[src/strap_cfg_defs.svh]
/*
  constants for the strap capture block: strap bit positions, link
  input positions, register offsets, field positions, reset values, timing.
  assumes it is included by its bare name and never has processes in it.
*/
// Summary of operation
// low fc strap enables port five flow control
// high bp strap enables half-duplex back pressure
// low strap drops excessive collision packets
// high strap enables aggressive back-off
// low strap 1522/1518 limit, high allows 1536
// carrier strap forces port four duplex
// collision strap high forces port four flow control
// high strap enables switch mii flow control
// low strap full duplex, high half duplex
// switch tx clock input mac, output phy
// switch rx clock input mac, output phy
// port five rx clock always driven out
// partner drives switch tx enable, data, error
// strap pins input in reset, output after
// straps latched at release, held until reset
// switch clocks tristated until mode known
`ifndef STRAP_CFG_DEFS_SVH
`define STRAP_CFG_DEFS_SVH

// strap vector positions
`define STRAP_P5_FC 0
`define STRAP_P5_BP 1
`define STRAP_P5_COLDROP 2
`define STRAP_P5_BACKOFF 3
`define STRAP_P5_SIZE 4
`define STRAP_P5_DUPLEX 5
`define STRAP_P5_FORCEFC 6
`define STRAP_SW_FC 7
`define STRAP_SW_DUPLEX 8
`define STRAP_MAC_MODE 9
`define STRAP_W 10
`define CFG_W 9

// link input positions
`define LINK_TX_CLK 0
`define LINK_RX_CLK 1
`define LINK_TX_EN 2
`define LINK_TX_D0 3
`define LINK_TX_ERR 7
`define LINK_W 8

// registers, byte addresses
`define REG_STATUS 12'h000
`define REG_CTRL 12'h004
`define REG_TXCNT 12'h008
`define STATUS_MODE_BIT 9
`define STATUS_DONE_BIT 10
`define CTRL_DRIVE_BIT 0
`define CTRL_CAPTURE_BIT 1
`define CTRL_RESET 2'h3
`define CFG_RESET 9'h005

// mii clock made from pclk: 100 MHz / 4 = 25 MHz
`define MII_CLK_HALF_NS 20
`define PCLK_NS 10
`define MII_CLK_HALF_CYC (`MII_CLK_HALF_NS / `PCLK_NS)

`endif

[src/strap_cfg_pkg.sv]
/*
  types for the strap capture block.
  assumes nothing beyond a SystemVerilog compiler.
*/
package strap_cfg_pkg;
  typedef enum logic {mode_phy, mode_mac} mii_mode_e;
  typedef enum logic {cfg_sample, cfg_run} cfg_state_e;
endpackage : strap_cfg_pkg

[src/sync_if.sv]
/*
  carrier between the main block and its pin synchroniser: raw pins in,
  synchronised levels and edge pulses out.
  assumes both ends run on pclk.
*/
`timescale 1ns/1ns
interface sync_if #(parameter int W = 1);
  logic [W-1:0] raw;
  logic [W-1:0] level;
  logic [W-1:0] rise;
  logic [W-1:0] fall;
  modport sync_side (input raw, output level, output rise, output fall);
  modport user_side (output raw, input level, input rise, input fall);
endinterface : sync_if

[src/strap_cfg.sv]
/*
  strap capture and mii pin direction control for port five and the
  switch mii, with an apb register window.
  assumes pclk at 100 MHz runs during reset and the pins are async.
*/
`timescale 1ns/1ns
`include "strap_cfg_defs.svh"
module strap_cfg (
  // clock and reset
  input wire logic pclk,
  input wire logic presetn,
  // apb slave
  input wire logic psel,
  input wire logic penable,
  input wire logic pwrite,
  input wire logic [11:0] paddr,
  input wire logic [31:0] pwdata,
  output logic [31:0] prdata,
  output logic pready,
  output logic pslverr,
  // mode strap for the switch mii, high selects mac mode
  input wire logic sw_mac_mode,
  // port five mii, phy side
  output logic p5_rx_clock,
  input wire logic p5_rx_valid_i,
  output logic p5_rx_valid_o,
  output logic p5_rx_valid_oe_n,
  input wire logic p5_rx_bit3_strap_fc_i,
  output logic p5_rx_bit3_strap_fc_o,
  output logic p5_rx_bit3_strap_fc_oe_n,
  input wire logic p5_rx_bit2_strap_bp_i,
  output logic p5_rx_bit2_strap_bp_o,
  output logic p5_rx_bit2_strap_bp_oe_n,
  input wire logic p5_rx_bit1_strap_coldrop_i,
  output logic p5_rx_bit1_strap_coldrop_o,
  output logic p5_rx_bit1_strap_coldrop_oe_n,
  input wire logic p5_rx_bit0_strap_backoff_i,
  output logic p5_rx_bit0_strap_backoff_o,
  output logic p5_rx_bit0_strap_backoff_oe_n,
  input wire logic p5_rx_error_strap_size_i,
  output logic p5_rx_error_strap_size_o,
  output logic p5_rx_error_strap_size_oe_n,
  input wire logic p5_carrier_strap_duplex_i,
  output logic p5_carrier_strap_duplex_o,
  output logic p5_carrier_strap_duplex_oe_n,
  input wire logic p5_collision_strap_forcefc_i,
  output logic p5_collision_strap_forcefc_o,
  output logic p5_collision_strap_forcefc_oe_n,
  // switch mii pins
  input wire logic sw_tx_clock_i,
  output logic sw_tx_clock_o,
  output logic sw_tx_clock_oe_n,
  input wire logic sw_rx_clock_i,
  output logic sw_rx_clock_o,
  output logic sw_rx_clock_oe_n,
  input wire logic sw_tx_enable,
  input wire logic sw_tx_bit3,
  input wire logic sw_tx_bit2,
  input wire logic sw_tx_bit1,
  input wire logic sw_tx_bit0,
  input wire logic sw_tx_error,
  input wire logic sw_rx_valid_i,
  output logic sw_rx_valid_o,
  output logic sw_rx_valid_oe_n,
  input wire logic sw_rx_bit3_strap_fc_i,
  output logic sw_rx_bit3_strap_fc_o,
  output logic sw_rx_bit3_strap_fc_oe_n,
  input wire logic sw_rx_bit2_strap_duplex_i,
  output logic sw_rx_bit2_strap_duplex_o,
  output logic sw_rx_bit2_strap_duplex_oe_n,
  // user side receive data toward the pins
  input wire logic p5_rx_valid_in,
  input wire logic [3:0] p5_rx_data_in,
  input wire logic p5_rx_err_in,
  input wire logic p5_crs_in,
  input wire logic p5_col_in,
  input wire logic sw_rx_valid_in,
  input wire logic [1:0] sw_rx_data_in,
  // user side transmit nibbles from the switch mii
  output logic sw_tx_stb,
  output logic sw_tx_en_q,
  output logic [3:0] sw_tx_nib_q,
  output logic sw_tx_err_q,
  // captured settings
  output logic [`CFG_W-1:0] cfg_q,
  output logic cfg_done
);
  strap_cfg_pkg::cfg_state_e state_q;
  strap_cfg_pkg::mii_mode_e mode_q;
  logic [1:0] ctrl_q;
  logic [15:0] txcnt_q;
  logic [7:0] div_q;
  logic mii_clk_q;
  logic div_rise;
  logic div_fall;
  logic tx_edge;
  logic sw_rx_fall;
  logic pins_oe_n;
  logic clk_oe_n;
  logic [7:0] p5_out_q;
  logic [2:0] sw_out_q;
  logic [`STRAP_W-1:0] strap_now;
  logic [`LINK_W-1:0] link_now;
  logic bus_ok;
  logic [31:0] rd_word;
  localparam int clk_half_cyc = `MII_CLK_HALF_CYC;

  sync_if #(.W(`STRAP_W)) strap_s ();
  sync_if #(.W(`LINK_W)) link_s ();

  assign strap_s.raw = {sw_mac_mode, sw_rx_bit2_strap_duplex_i, sw_rx_bit3_strap_fc_i,
                        p5_collision_strap_forcefc_i, p5_carrier_strap_duplex_i,
                        p5_rx_error_strap_size_i, p5_rx_bit0_strap_backoff_i,
                        p5_rx_bit1_strap_coldrop_i, p5_rx_bit2_strap_bp_i,
                        p5_rx_bit3_strap_fc_i};
  assign link_s.raw = {sw_tx_error, sw_tx_bit3, sw_tx_bit2, sw_tx_bit1, sw_tx_bit0,
                       sw_tx_enable, sw_rx_clock_i, sw_tx_clock_i};

  pin_sync #(.W(`STRAP_W)) u_strap_sync (.pclk(pclk), .s(strap_s));
  pin_sync #(.W(`LINK_W)) u_link_sync (.pclk(pclk), .s(link_s));

  assign strap_now = strap_s.level;
  assign link_now = link_s.level;

  // one sample at the first edge after release, then frozen
  always_ff @(posedge pclk or negedge presetn) begin
    if (!presetn) begin
      state_q <= strap_cfg_pkg::cfg_sample;
    end else begin
      case (state_q)
        strap_cfg_pkg::cfg_sample: state_q <= strap_cfg_pkg::cfg_run;
        strap_cfg_pkg::cfg_run: state_q <= strap_cfg_pkg::cfg_run;
        default: state_q <= strap_cfg_pkg::cfg_sample;
      endcase
    end
  end
  assign cfg_done = (state_q == strap_cfg_pkg::cfg_run);

  // reset values are the pull-down defaults
  always_ff @(posedge pclk or negedge presetn) begin
    if (!presetn) begin
      cfg_q <= `CFG_RESET;
      mode_q <= strap_cfg_pkg::mode_phy;
    end else if (state_q == strap_cfg_pkg::cfg_sample) begin
      cfg_q[`STRAP_P5_FC] <= ~strap_now[`STRAP_P5_FC];
      cfg_q[`STRAP_P5_BP] <= strap_now[`STRAP_P5_BP];
      cfg_q[`STRAP_P5_COLDROP] <= ~strap_now[`STRAP_P5_COLDROP];
      cfg_q[`STRAP_P5_BACKOFF] <= strap_now[`STRAP_P5_BACKOFF];
      cfg_q[`STRAP_P5_SIZE] <= strap_now[`STRAP_P5_SIZE];
      cfg_q[`STRAP_P5_DUPLEX] <= strap_now[`STRAP_P5_DUPLEX];
      cfg_q[`STRAP_P5_FORCEFC] <= strap_now[`STRAP_P5_FORCEFC];
      cfg_q[`STRAP_SW_FC] <= strap_now[`STRAP_SW_FC];
      cfg_q[`STRAP_SW_DUPLEX] <= strap_now[`STRAP_SW_DUPLEX];
      mode_q <= strap_now[`STRAP_MAC_MODE] ? strap_cfg_pkg::mode_mac
                                          : strap_cfg_pkg::mode_phy;
    end
  end

  // mii clock divider, runs from reset so port five always has a clock
  always_ff @(posedge pclk or negedge presetn) begin
    if (!presetn) begin
      div_q <= 8'h00;
      mii_clk_q <= 1'b0;
    end else if (div_q == 8'(`MII_CLK_HALF_CYC - 1)) begin
      div_q <= 8'h00;
      mii_clk_q <= ~mii_clk_q;
    end else begin
      div_q <= div_q + 8'h01;
    end
  end
  assign div_rise = (div_q == 8'(`MII_CLK_HALF_CYC - 1)) && !mii_clk_q;
  assign div_fall = (div_q == 8'(`MII_CLK_HALF_CYC - 1)) && mii_clk_q;
  assign p5_rx_clock = mii_clk_q;

  // switch clocks stay inputs until the mode is latched, to avoid a fight
  assign clk_oe_n = !(cfg_done && mode_q == strap_cfg_pkg::mode_phy);
  assign sw_tx_clock_o = mii_clk_q;
  assign sw_rx_clock_o = mii_clk_q;
  assign sw_tx_clock_oe_n = clk_oe_n;
  assign sw_rx_clock_oe_n = clk_oe_n;

  // strap pins become outputs after capture unless software holds them off
  assign pins_oe_n = !(cfg_done && ctrl_q[`CTRL_DRIVE_BIT]);
  assign p5_rx_valid_oe_n = pins_oe_n;
  assign p5_rx_bit3_strap_fc_oe_n = pins_oe_n;
  assign p5_rx_bit2_strap_bp_oe_n = pins_oe_n;
  assign p5_rx_bit1_strap_coldrop_oe_n = pins_oe_n;
  assign p5_rx_bit0_strap_backoff_oe_n = pins_oe_n;
  assign p5_rx_error_strap_size_oe_n = pins_oe_n;
  assign p5_carrier_strap_duplex_oe_n = pins_oe_n;
  assign p5_collision_strap_forcefc_oe_n = pins_oe_n;
  assign sw_rx_valid_oe_n = pins_oe_n;
  assign sw_rx_bit3_strap_fc_oe_n = pins_oe_n;
  assign sw_rx_bit2_strap_duplex_oe_n = pins_oe_n;

  // receive data change on the falling clock so they are stable at the rise
  always_ff @(posedge pclk or negedge presetn) begin
    if (!presetn) begin
      p5_out_q <= 8'h00;
    end else if (div_fall) begin
      p5_out_q <= {p5_col_in, p5_crs_in, p5_rx_err_in, p5_rx_data_in, p5_rx_valid_in};
    end
  end
  assign sw_rx_fall = (mode_q == strap_cfg_pkg::mode_mac) ? link_s.fall[`LINK_RX_CLK] : div_fall;
  always_ff @(posedge pclk or negedge presetn) begin
    if (!presetn) begin
      sw_out_q <= 3'h0;
    end else if (sw_rx_fall) begin
      sw_out_q <= {sw_rx_data_in, sw_rx_valid_in};
    end
  end
  assign p5_rx_valid_o = p5_out_q[0];
  assign p5_rx_bit0_strap_backoff_o = p5_out_q[1];
  assign p5_rx_bit1_strap_coldrop_o = p5_out_q[2];
  assign p5_rx_bit2_strap_bp_o = p5_out_q[3];
  assign p5_rx_bit3_strap_fc_o = p5_out_q[4];
  assign p5_rx_error_strap_size_o = p5_out_q[5];
  assign p5_carrier_strap_duplex_o = p5_out_q[6];
  assign p5_collision_strap_forcefc_o = p5_out_q[7];
  assign sw_rx_valid_o = sw_out_q[0];
  assign sw_rx_bit2_strap_duplex_o = sw_out_q[1];
  assign sw_rx_bit3_strap_fc_o = sw_out_q[2];

  // transmit nibbles sampled on the tx clock rise, ours or the partner's
  assign tx_edge = cfg_done && ctrl_q[`CTRL_CAPTURE_BIT] &&
                   ((mode_q == strap_cfg_pkg::mode_mac) ? link_s.rise[`LINK_TX_CLK] : div_rise);
  always_ff @(posedge pclk or negedge presetn) begin
    if (!presetn) begin
      sw_tx_stb <= 1'b0;
      sw_tx_en_q <= 1'b0;
      sw_tx_nib_q <= 4'h0;
      sw_tx_err_q <= 1'b0;
    end else begin
      sw_tx_stb <= tx_edge;
      if (tx_edge) begin
        sw_tx_en_q <= link_now[`LINK_TX_EN];
        sw_tx_nib_q <= link_now[`LINK_TX_D0 +: 4];
        sw_tx_err_q <= link_now[`LINK_TX_ERR];
      end
    end
  end
  always_ff @(posedge pclk or negedge presetn) begin
    if (!presetn) begin
      txcnt_q <= 16'h0000;
    end else if (tx_edge && link_now[`LINK_TX_EN]) begin
      txcnt_q <= txcnt_q + 16'h0001;
    end
  end

  // apb: zero wait, unmapped or read-only writes answer with pslverr
  assign pready = 1'b1;
  always_comb begin
    bus_ok = 1'b0;
    rd_word = 32'h0000_0000;
    case (paddr)
      `REG_STATUS: begin
        bus_ok = !pwrite;
        rd_word = {21'h000000, cfg_done, mode_q == strap_cfg_pkg::mode_mac, cfg_q};
      end
      `REG_CTRL: begin
        bus_ok = 1'b1;
        rd_word = {30'h00000000, ctrl_q};
      end
      `REG_TXCNT: begin
        bus_ok = !pwrite;
        rd_word = {16'h0000, txcnt_q};
      end
      default: begin
        bus_ok = 1'b0;
      end
    endcase
  end
  assign pslverr = psel && penable && !bus_ok;
  // read data taken in the setup phase so it stands through the access phase
  always_ff @(posedge pclk or negedge presetn) begin
    if (!presetn) begin
      prdata <= 32'h0000_0000;
    end else if (psel && !penable) begin
      prdata <= rd_word;
    end
  end
  always_ff @(posedge pclk or negedge presetn) begin
    if (!presetn) begin
      ctrl_q <= `CTRL_RESET;
    end else if (psel && penable && pwrite && paddr == `REG_CTRL) begin
      ctrl_q <= pwdata[1:0];
    end
  end
endmodule : strap_cfg

[src/pin_sync.sv]
/*
  two flip-flop synchroniser with edge detect, W bits wide.
  assumes pclk runs during reset; the chain has no reset so that strap
  levels are already settled when reset is released.
*/
`timescale 1ns/1ns
module pin_sync #(
  parameter int W = 1
) (
  // clock
  input wire logic pclk,
  // pins and results
  sync_if.sync_side s
);
  logic [W-1:0] meta_q;
  logic [W-1:0] sync_q;
  logic [W-1:0] last_q;

  // meta_q feeds only sync_q
  always_ff @(posedge pclk) begin
    meta_q <= s.raw;
    sync_q <= meta_q;
    last_q <= sync_q;
  end

  assign s.level = sync_q;
  assign s.rise = sync_q & ~last_q;
  assign s.fall = ~sync_q & last_q;
endmodule : pin_sync

[config.mk]
export PLATFORM = sky130hd
export DESIGN_NAME = strap_cfg
export DESIGN_NICKNAME = d
export VERILOG_FILES = /design/src/strap_cfg_pkg.sv /design/src/sync_if.sv /design/src/strap_cfg.sv /design/src/pin_sync.sv
export VERILOG_INCLUDE_DIRS = /design/src
export SDC_FILE = /design/constraint.sdc
export NUM_CORES = 1
export LEC_CHECK = 0
export CORE_MARGIN = 1.5
export CORE_UTILIZATION = 60
export DETAILED_ROUTE_END_ITERATION = 7
export DONT_BUFFER_PORTS = 1
export GPL_TIMING_DRIVEN = 1
export PLACE_DENSITY = 0.81
export SLEW_MARGIN = 30
export SYNTH_ARGS = -nofsm -noshare
export SYNTH_HDL_FRONTEND = slang
export SYNTH_HIERARCHICAL = 1
export SYNTH_SLANG_ARGS = --single-unit
[constraint.sdc]
create_clock -name pclk -period 3.7 [get_ports pclk]
set_input_delay 0.74 -clock pclk [delete_from_list [all_inputs] [get_ports pclk]]
set_output_delay 0.74 -clock pclk [all_outputs]
set_load 0.1 [all_outputs]
Yosys cells after proc, flatten, opt, wreduce, memory -nomap -nowiden
Cells that the tools add are included.

storage, ports and cells
  bits in registers = 126
  latch bits = 0
  memory bits (writable) = 0
  memory bits (read-only) = 0
  input port bits = 80
  output and inout port bits = 78
  memories kept = 0

cells by class
  add/subtract/negate cells = 2
  multipliers = 0
  divide/modulo/power cells = 0
  $lt $le $gt $ge = 0
  eq/ne operators = 3
  shift-type cells = 0
  mux-type cells = 6
  bitwise operators = 8
  reductions and logical operators = 20

operators with widths
  kind                     number
  $pmux W16 S3             1
  $add A16 B1 Y16 const B  1
  $eq A12 B3 Y1 const B    1
  $eq A12 B4 Y1 const B    1
  $logic_and A1 B1 Y1      12
  $logic_not A12 Y1        1
  $add A8 B1 Y8 const B    1
  $eq A8 B1 Y1 const B     1
  $mux W8                  1
  $logic_not A1 Y1         6
  $not A1 Y1               5
  $mux W1                  3
  $and A2 B2 Y2            1
  $not A2 Y2               1
  $pmux W1 S2              1
  $reduce_or A2 Y1         1
  $and A1 B1 Y1            1

Depth between registers and ports, before layout
Gate-level depths: netlist of run 1.

  depth after elaboration = 5
  depth in mapped cells = 7

By module
The synthesis of run 1 kept the hierarchy.

by module, submodules not included
  module                   times used  cells an instance  area an instance (um^2)  sequential area each (um^2)
  strap_cfg                1           285                3314.4                   1806.7
  pin_sync (u_strap_sync)  1           50                 775.7                    600.6
  pin_sync (u_link_sync)   1           40                 620.6                    480.5

Worst setup path before layout of run 1
Ideal clock, no wire load.

  path kind = reg2out
  start = register state_q (netlist: cfg_done)
  end = output port p5_collision_strap_forcefc_oe_n
  data arrival time = 2.598 ns
  slack = 0.362 ns
  cell stages (with the launch flop) = 4
  cells stage by stage = dfrtp_1 > buf_1 > nand2_1 > buf_4

on the way
  longest elaborated chain between the ends = 2

ends and longest elaborated chain
  element                 line              source
  from (decl)             strap_cfg.sv:88   strap_cfg_pkg::cfg_state_e state_q;
  from (signal assigned)  strap_cfg.sv:128  state_q <= strap_cfg_pkg::cfg_sample;
  from (signal assigned)  strap_cfg.sv:131  strap_cfg_pkg::cfg_sample: state_q <= strap_cfg_pkg::cfg_run;
  from (signal assigned)  strap_cfg.sv:132  strap_cfg_pkg::cfg_run: state_q <= strap_cfg_pkg::cfg_run;
  $logic_and A1 B1 Y1     strap_cfg.sv:183  assign pins_oe_n = !(cfg_done && ctrl_q[`CTRL_DRIVE_BIT]);
  $logic_not A1 Y1        strap_cfg.sv:183
  to (decl)               strap_cfg.sv:48   output logic p5_collision_strap_forcefc_oe_n,

Every way passes these cells.

Final worst setup path of run 1
  start = input port paddr[9]
  end = output port pslverr

on the way
  longest elaborated chain between the ends = 5

ends and longest elaborated chain
  element                                                    line              source
  from (decl)                                                strap_cfg.sv:16   input wire logic [11:0] paddr,
  $eq A12 B4 Y1 / $logic_not A12 Y1 (equally long branches)  strap_cfg.sv:255  case (paddr)
  $reduce_or A2 Y1 (no source line)                          --
  $pmux W1 S2 *                                              strap_cfg.sv:255
  $logic_not A1 Y1 *                                         strap_cfg.sv:273  assign pslverr = psel && penable && !bus_ok;
  $logic_and A1 B1 Y1 *                                      strap_cfg.sv:273
  to (decl)                                                  strap_cfg.sv:20   output logic pslverr,

Mark *: on every way between the ends. The rest lies on a longest branch, timed or not.

==> impl_metrics.env, run 1 <==
export IMPL_final_hold_viol_count=0
export IMPL_layout_min_cycle_time_ns=2.56
export IMPL_final_net_count=403
export IMPL_die_area_um2=7330
export IMPL_final_setup_tns_ns=0
export IMPL_power_leakage_nw=1.97
export IMPL_drv_max_cap_violation_count=0
export IMPL_clock_skew_after_layout_ns=0.00900
export IMPL_initial_antenna_violation_count=0
export IMPL_postCtsHoldBufs=0
export IMPL_outcome="finished with violations"
export IMPL_worst_slew_margin_relative_to_its_limit=0.370
export IMPL_die_w_um=85.6
export IMPL_crit_type="input port to output port"
export IMPL_gr_total_overflow=0
export IMPL_post_route_cells_drive_above_1_share=0.206
export IMPL_ys_warnings_count=6
export IMPL_clk_latency_ns=0.36
export IMPL_layout_cells_most_common_list="67 x sky130_fd_sc_hd__dfrtp_1, 38 x sky130_fd_sc_hd__dfxtp_1, 26 x sky130_fd_sc_hd__mux2_2"
export IMPL_clock_sinks=110
export IMPL_antenna_cells=0
export IMPL_numPortBuffers=0
export IMPL_post_detailed_route_via_to_cell_ratio=5.46
export IMPL_cell_area_synth_um2=4090
export IMPL_design_portCount=158
export IMPL_post_cts_repair_resize_count=0
export IMPL_pin_count_of_the_biggest_net_entering_global_routing=73
export IMPL_wirelength_um=6400
export IMPL_timing_final_setup_violations=0
export IMPL_fillers=488
export IMPL_gp_routability_congestion=0.810
export IMPL_postLayoutSetupSlackWorst_ns=1.14
export IMPL_cts_repair_timing_setup_buffer_count=0
export IMPL_cp_startpoint="paddr[9]"
export IMPL_max_clock_freq_mhz=390
export IMPL_cts_made_buffers=9
export IMPL_finalMaxSlewViolations=0
export IMPL_wire_per_inst_um=15.9
export IMPL_r2r_start="cfg_done$_DFF_PN0_"
export IMPL_average_cell_area_after_synthesis_um2=12.6
export IMPL_critical_path_endpoint_type="output port"
export IMPL_vias_in_the_first_global_route=2154
export IMPL_critical_path_at_ns=1.82
export IMPL_timing_reg2reg_setup_slack_ns=1.50
export IMPL_firstDrtPassIters=6
export IMPL_layout_area_overhead_vs_synth_pct=4.10
export IMPL_initial_utilization=0.634
export IMPL_cts_tree="built"
export IMPL_post_synth_inst_count=325
export IMPL_violations="DRC"
export IMPL_dpl_cell_count=386
export IMPL_setup_repair_after_global_routing_missed_its_margin="no"
export IMPL_cp_max_fo=5
export IMPL_grt_first_pass_wirelength_um=10600
export IMPL_min_period_over_period=0.693
export IMPL_htree_depth=3
export IMPL_floorplan_rows=29
export IMPL_cp_required_ns=2.96
export IMPL_cts_root_buf="sky130_fd_sc_hd__clkbuf_8"
export IMPL_pre_cts_setup_slack_ns=1.14
export IMPL_worst_hold_path_type="input port to async pin"
export IMPL_vdd_ir_max_v=0.000373
export IMPL_drc=10
export IMPL_r2r_cells=4
export IMPL_drt_iter0_drc=72
export IMPL_die_height_um=85.6
export IMPL_ctsLongestPathBuffers=2
export IMPL_final_util=0.660
export IMPL_dr_total_vias=2194
export IMPL_clk_pin_slew_worst_paths_ns=0.10
export IMPL_tightest_slew_ns=0.945
export IMPL_setup_worst_path_start_class="input port"
export IMPL_place_detailed_hpwl_um=4630
export IMPL_route_antenna_remaining_nets=0
export IMPL_finalHoldWorstSlack_ns=0.0689
export IMPL_layout_commonest_cell="sky130_fd_sc_hd__dfrtp_1"
export IMPL_globalRouteTotalUtil=0.188
export IMPL_placeableCoreArea_um2=6460
export IMPL_rr_endpoint="txcnt_q[5]$_DFFE_PN0P_"
export IMPL_power_per_cell_area_nw_per_um2=522
export IMPL_instances_no_fill=402
[critical path, cell delays in order]
cell and delay [ns]:
sky130_fd_sc_hd__nor4_1 0.25, sky130_fd_sc_hd__nand3_1 0.21, sky130_fd_sc_hd__o211a_1 0.62
[sequential cells by signal, indices dropped and copies added (netlist names)]
name,count
u_link_sync/meta_q,8
sw_tx_err_q,1
u_strap_sync/s.level,10
sw_tx_en_q,1
u_strap_sync/meta_q,10
mode_q,1
u_link_sync/last_q,2
cfg_done,1
u_link_sync/s.level,8
p5_rx_clock,1
cfg_q,9
sw_out_q,3
sw_tx_stb,1
div_q,8
ctrl_q,2
txcnt_q,16
p5_out_q,8
prdata,16
sw_tx_nib_q,4
[power breakdown]
| part | internal, mW | switching (mW) | leakage, nW | total (mW) |
|---|---|---|---|---|
| logic | 0.0289 | 0.114 | 0.613 | 0.143 |
| registers | 1.24 | 0.180 | 1.26 | 1.42 |
| clock network | 0.274 | 0.388 | 0.0992 | 0.662 |
| total | 1.54 | 0.682 | 1.97 | 2.22 |
[final cells by class]
class | count | area [µm²] | area share
inverter | 7 | 26.3 | 0.00617
timing repair buffer | 5 | 70.1 | 0.0164
sequential | 110 | 2570 | 0.603
clock buffer | 10 | 138 | 0.0323
tap | 77 | 96.3 | 0.0226
multi-input combinational | 187 | 1310 | 0.307
clock inverter | 6 | 51.3 | 0.0120
[worst max-delay path by stage]
| stage | endpoint | slack (ns) | cells past startpoint |
|---|---|---|---|
| 6_report | pslverr | 1.14 | 3 |
| 5_1_grt | pslverr | 1.04 | 3 |
| 3_5_place_dp | pslverr | 1.14 | 3 |
| 4_1_cts | pslverr | 1.14 | 3 |
| 3_3_place_gp | pslverr | 1.13 | 3 |
| 2_1_floorplan | p5_collision_strap_forcefc_oe_n | 0.36 | 3 |
[per-stage QoR]
step                total power [mW]  cell area (µm²)
finish                          2.22             4260
global route                    2.30             4260
CTS                             2.25             4260
detailed placement              1.59             4070
global placement                1.58             4070
floorplan                       1.59             4150
[per-layer routing]
| metal | vias up | part of all wire | global-route usage |
|---|---|---|---|
| met5 | - | 0 | 0 |
| met4 | 0 | 0.013 | 0.0660 |
| met3 | 8 | 0.077 | 0.0683 |
| met2 | 82 | 0.48 | 0.290 |
| met1 | 1071 | 0.43 | 0.249 |
| li1 | 1033 | - | - |
(Power assumes the default switching activity.)
==> run 2: changes to the inputs <==
Settings changed: ABC_AREA set to 1, CORE_UTILIZATION 60 to 57, PLACE_DENSITY 0.81 to 0.8.
Clock period 3.7 ns to 2.07 ns, I/O delays scaled along.
==> run 2 against run 1 <==
Net effect:
- the run ends with setup timing left
- clock-buffer cell count unchanged
- via count grew 50%
- non-clock buffer count increased by 47
- flip-flop and latch count is the same
- critical path type is now register to output port
- largest cell class unchanged
- highest routed layer unchanged
==> impl_metrics.env, run 2 <==
export IMPL_vias_in_the_first_global_route=3168
export IMPL_drc=0
export IMPL_grt_first_pass_wirelength_um=14200
export IMPL_ctsLongestPathBuffers=2
export IMPL_design_portCount=158
export IMPL_top_regs="prdata: 16 flops, txcnt_q: 16 flops"
export IMPL_r2r_start="div_q[1]$_DFF_PN0_"
export IMPL_drv_max_cap_violation_count=0
export IMPL_drt_iter0_drc=180
export IMPL_critical_path_endpoint_type="output port"
export IMPL_dr_total_vias=3288
export IMPL_worst_slew_margin_relative_to_its_limit=0.361
export IMPL_outcome="finished with violations"
export IMPL_fillers=594
export IMPL_clock_skew_after_layout_ns=0.0121
export IMPL_initial_antenna_violation_count=0
export IMPL_floorplan_rows=32
export IMPL_clk_pin_slew_worst_paths_ns=0.11
export IMPL_post_detailed_route_via_to_cell_ratio=5.02
export IMPL_min_period_over_period=1.01
export IMPL_critPathTopFamily="buffers and inverters"
export IMPL_setup_worst_path_start_class="register"
export IMPL_r2r_cells=8
export IMPL_layout_area_overhead_vs_synth_pct=12.2
export IMPL_max_clock_freq_mhz=478
export IMPL_die_area_um2=8610
export IMPL_layout_min_cycle_time_ns=2.09
export IMPL_wirelength_um=8560
export IMPL_cp_max_fo=9
export IMPL_cts_made_buffers=9
export IMPL_cts_tree="built"
export IMPL_fin_area_um2=5160
export IMPL_route_antenna_remaining_nets=0
export IMPL_wire_per_inst_um=13.1
export IMPL_clk_latency_ns=0.37
export IMPL_place_detailed_hpwl_um=6150
export IMPL_largest_incremental_delay_on_the_critical_path_ns=0.69
export IMPL_die_w_um=92.8
export IMPL_power_mw=4.13
export IMPL_postLayoutSetupSlackWorst_ns=-0.0242
export IMPL_gp_routability_congestion=0.894
export IMPL_placeableCoreArea_um2=7770
export IMPL_instances_no_fill=655
export IMPL_rr_endpoint="sw_out_q[1]$_DFFE_PN0P_"
export IMPL_layout_commonest_cell="sky130_fd_sc_hd__nand2_1"
export IMPL_gr_total_overflow=0
export IMPL_crit_type="register to output port"
export IMPL_setup_repair_after_global_routing_missed_its_margin="yes"
export IMPL_critical_path_at_ns=1.68
export IMPL_critical_path_slowest_cell="sky130_fd_sc_hd__buf_16"
export IMPL_worst_hold_path_endpoint="u_link_sync/meta_q[7]$_DFF_P_"
export IMPL_cp_required_ns=1.66
export IMPL_firstDrtPassIters=5
export IMPL_ys_warnings_count=6
export IMPL_dpl_cell_count=636
export IMPL_die_height_um=92.8
export IMPL_post_synth_inst_count=511
export IMPL_min_path_cells=0
export IMPL_htree_depth=3
export IMPL_layout_cells_most_common_list="159 x sky130_fd_sc_hd__nand2_1, 66 x sky130_fd_sc_hd__dfrtp_1, 47 x sky130_fd_sc_hd__buf_4"
export IMPL_tightest_slew_ns=0.958
export IMPL_hold_start="sw_tx_error"
export IMPL_post_route_cells_drive_above_1_share=0.186
export IMPL_globalRouteTotalUtil=0.213
export IMPL_cell_area_synth_um2=4600
export IMPL_worst_hold_path_type="input port to register"
export IMPL_power_leakage_nw=2.57
export IMPL_antenna_cells=0
export IMPL_timing_reg2reg_setup_slack_ns=0.43
export IMPL_average_cell_area_after_synthesis_um2=9.00
export IMPL_post_dp_cell_area_um2=4920
export IMPL_cts_root_buf="sky130_fd_sc_hd__clkbuf_8"
export IMPL_finalHoldWorstSlack_ns=0.0547
export IMPL_timing_final_setup_violations=9
export IMPL_cp_num_buf_inv=1
export IMPL_numPortBuffers=0
export IMPL_path_cells="nand2_8 -> buf_16"
export IMPL_final_hold_viol_count=0
export IMPL_violations="setup timing"
export IMPL_clock_sinks=110
export IMPL_initial_utilization=0.592
export IMPL_final_util=0.664
export IMPL_pin_count_of_the_biggest_net_entering_global_routing=73
export IMPL_power_per_cell_area_nw_per_um2=800
export IMPL_final_net_count=631
export IMPL_finalMaxSlewViolations=0
export IMPL_vdd_ir_max_v=0.000774
run 2: area by class of cell:
cell class	instances	area (µm²)	share of cell area
multi-input cells	329	1640	0.317
flip-flops and latches	110	2570	0.499
inverters	46	173	0.0335
repair buffers	52	458	0.0887
clock buffers	10	128	0.0247
clock inverters	6	63.8	0.0124
well taps	102	128	0.0247
run 2: per-layer routing:
metal  GRT usage  share of wire
met3      0.0665          0.055
met4      0.0934          0.015
met2       0.346           0.50
met5           0              0
met1       0.260           0.43
run 2: worst max path at each step:
stage	startpoint	end	slack [ns]	cells past startpoint
after detailed placement	cfg_done$_DFF_PN0_	p5_rx_valid_oe_n	0.33	2
after global placement	cfg_done$_DFF_PN0_	sw_rx_bit2_strap_duplex_oe_n	0.34	2
after floorplan	cfg_done$_DFF_PN0_	p5_collision_strap_forcefc_oe_n	-0.006	4
final	cfg_done$_DFF_PN0_	sw_rx_bit2_strap_duplex_oe_n	-0.02	2
after global routing	cfg_done$_DFF_PN0_	p5_collision_strap_forcefc_oe_n	-0.09	2
after CTS	cfg_done$_DFF_PN0_	sw_rx_bit2_strap_duplex_oe_n	-0.04	2
run 2: worst reg2reg max path, cell delays in order, from the launching register on:
cell and delay (ns):
sky130_fd_sc_hd__dfrtp_1 0.41, sky130_fd_sc_hd__inv_1 0.07, sky130_fd_sc_hd__ha_1 0.16, sky130_fd_sc_hd__inv_1 0.05, sky130_fd_sc_hd__nor2_2 0.13, sky130_fd_sc_hd__and2_1 0.36
sky130_fd_sc_hd__nand3_1 0.18, sky130_fd_sc_hd__nand3_1 0.12, sky130_fd_sc_hd__nand2_1 0.07
run 2: metrics by stage:
stage	TNS, ns	worst slack (ns)
global route	-0.826	-0.0920
detailed placement	0	0.334
finish	-0.199	-0.0242
global placement	0	0.336
floorplan	-0.0643	-0.00643
CTS	-0.389	-0.0441
run 2: report_power, final:
group          internal (mW)  switching, mW
clock                  0.472          0.754
sequential              2.22         0.0742
combinational         0.0916          0.518
run 2: what timing repair did:
item,4_1_cts,5_1_grt
setup buffers,1,0
hold endpoints to repair,72,0
setup endpoints to repair,9,9
resized for setup,0,0
hold buffers,2,0
==> run 3: changes to the inputs <==
Settings changed: RECOVER_POWER set to 50, SLEW_MARGIN 30 to 20.
==> run 3 against run 2 <==
Net effect:
- non-clock buffer count did not move
- critical path depth unchanged
- global-route usage did not move
- the run still ends with setup timing left
- worst hold slack got worse by 0.0032 ns
- flip-flop and latch count is the same
- clock skew decreased by 0.0016 ns
- largest power group unchanged
- largest cell class unchanged
==> impl_metrics.env, run 3 (synthesized netlist as in run 2, its figures left out) <==
export IMPL_outcome="finished with violations"
export IMPL_violations="setup timing"
export IMPL_finalMaxSlewViolations=0
export IMPL_post_route_cells_drive_above_1_share=0.183
export IMPL_netSwitchingPower_mw=1.35
export IMPL_clk_pin_slew_worst_paths_ns=0.11
export IMPL_power_report_internal_total_mw=2.78
export IMPL_grt_first_pass_wirelength_um=14200
export IMPL_power_leakage_nw=2.55
export IMPL_die_height_um=92.8
export IMPL_antenna_cells=0
export IMPL_die_w_um=92.8
export IMPL_layout_commonest_cell="sky130_fd_sc_hd__nand2_1"
export IMPL_critical_path_endpoint_type="output port"
export IMPL_r2r_start="div_q[1]$_DFF_PN0_"
export IMPL_power_share_switching=0.328
export IMPL_setup_worst_path_start_class="register"
export IMPL_drv_max_cap_violation_count=0
export IMPL_finalHoldWorstSlack_ns=0.0515
export IMPL_ctsLongestPathBuffers=2
export IMPL_globalRouteTotalUtil=0.213
export IMPL_cts_made_buffers=9
export IMPL_pin_count_of_the_biggest_net_entering_global_routing=73
export IMPL_postLayoutSetupSlackWorst_ns=-0.0291
export IMPL_wire_per_inst_um=13.1
export IMPL_cts_tree="built"
export IMPL_power_sequential_fraction=0.555
export IMPL_final_setup_tns_ns=-0.244
export IMPL_tightest_slew_ns=0.961
export IMPL_drc=0
export IMPL_gp_routability_congestion=0.894
export IMPL_layout_min_cycle_time_ns=2.10
export IMPL_layout_area_overhead_vs_synth_pct=11.6
export IMPL_initial_antenna_violation_count=0
export IMPL_layout_cells_most_common_list="159 x sky130_fd_sc_hd__nand2_1, 66 x sky130_fd_sc_hd__dfrtp_1, 46 x sky130_fd_sc_hd__nand3_1, 46 x sky130_fd_sc_hd__buf_4, 41 x sky130_fd_sc_hd__inv_1"
export IMPL_setup_repair_after_global_routing_missed_its_margin="yes"
export IMPL_power_mw=4.13
export IMPL_initial_utilization=0.592
export IMPL_worst_hold_path_endpoint="u_link_sync/meta_q[7]$_DFF_P_"
export IMPL_firstDrtPassIters=4
export IMPL_worst_slew_margin_relative_to_its_limit=0.360
export IMPL_hold_start="sw_tx_error"
export IMPL_vdd_ir_max_v=0.000770
export IMPL_combPwrFrac=0.146
export IMPL_dr_total_vias=3310
export IMPL_timing_reg2reg_setup_slack_ns=0.42
export IMPL_final_hold_viol_count=0
export IMPL_post_cts_repair_resize_count=0
export IMPL_r2r_cells=8
export IMPL_rr_endpoint="sw_out_q[1]$_DFFE_PN0P_"
export IMPL_cp_required_ns=1.66
export IMPL_wirelength_um=8570
export IMPL_final_net_count=631
export IMPL_htree_depth=3
export IMPL_p_clk_frac=0.299
export IMPL_design_portCount=158
export IMPL_worst_hold_path_type="input port to register"
export IMPL_cts_root_buf="sky130_fd_sc_hd__clkbuf_8"
export IMPL_cp_max_fo=9
export IMPL_clock_sinks=110
export IMPL_critical_path_at_ns=1.69
export IMPL_top_regs="prdata: 16 flops, txcnt_q: 16 flops"
export IMPL_placeableCoreArea_um2=7770
export IMPL_power_per_cell_area_nw_per_um2=805
export IMPL_die_area_um2=8610
export IMPL_route_antenna_remaining_nets=0
export IMPL_crit_type="register to output port"
export IMPL_floorplan_rows=32
export IMPL_place_detailed_hpwl_um=6150
export IMPL_min_period_over_period=1.01
export IMPL_clk_latency_ns=0.38
export IMPL_max_clock_freq_mhz=476
export IMPL_timing_final_setup_violations=9
export IMPL_numPortBuffers=0
export IMPL_drt_iter0_drc=219
export IMPL_gr_total_overflow=0
export IMPL_clock_skew_after_layout_ns=0.0105
export IMPL_post_detailed_route_via_to_cell_ratio=5.05
export IMPL_min_path_cells=0
export IMPL_vias_in_the_first_global_route=3168
-- run 3: final cells by class --
class                   count  area (µm²)
repair buffers             52         434
flip-flops and latches    110        2570
well taps                 102         128
inverters                  46         173
clock inverters             6        63.8
fillers                   598        2640
clock buffers              10         128
multi-input cells         329        1630
-- run 3: power groups by stage --
stage	Combinational [mW]	Clock [mW]	Sequential, mW
2_1_floorplan	0.274	0	2.57
3_3_place_gp	0.567	0	2.34
3_5_place_dp	0.574	0	2.34
4_1_cts	0.614	1.25	2.29
5_1_grt	0.629	1.34	2.30
6_report	0.604	1.23	2.29
-- run 3: through the flow --
stage          instances  cell area, µm²  utilization  setup slack, ns
2_1_floorplan        527            4680            -         -0.00643
3_3_place_gp         636            4920        0.634            0.336
3_5_place_dp         636            4920        0.634            0.334
4_1_cts              655            5160        0.664          -0.0441
5_1_grt              655            5130        0.661          -0.0920
6_report             655            5130        0.661          -0.0291
-- run 3: metal layers --
metal	GRT usage	vias to the layer above	routed length (µm)	share of wire
met5	0	-	0	0
met4	0.0934	0	180	0.021
met3	0.0665	15	495	0.058
met2	0.346	106	4240	0.50
met1	0.260	1569	3650	0.43
li1	-	1620	-	-
-- run 3: worst max-delay path: stages (launching register included) --
cell                      delay [ns]
sky130_fd_sc_hd__dfrtp_4        0.52
sky130_fd_sc_hd__nand2_8        0.08
sky130_fd_sc_hd__buf_16         0.69
-- run 3: worst max-delay path by stage --
stage                                  start                               to  slack [ns]
after floorplan           cfg_done$_DFF_PN0_  p5_collision_strap_forcefc_oe_n      -0.006
after global routing      cfg_done$_DFF_PN0_  p5_collision_strap_forcefc_oe_n       -0.09
after CTS                 cfg_done$_DFF_PN0_     sw_rx_bit2_strap_duplex_oe_n       -0.04
after detailed placement  cfg_done$_DFF_PN0_                 p5_rx_valid_oe_n        0.33
after global placement    cfg_done$_DFF_PN0_     sw_rx_bit2_strap_duplex_oe_n        0.34
final                     cfg_done$_DFF_PN0_     sw_rx_bit2_strap_duplex_oe_n       -0.03
-- run 3: repair_timing --
action / in CTS / in global routing
gates cloned: 0 / 0
hold buffers: 2 / 0
buffers inserted: 1 / 0
hold endpoints to repair: 72 / 0
setup endpoints to repair: 9 / 9
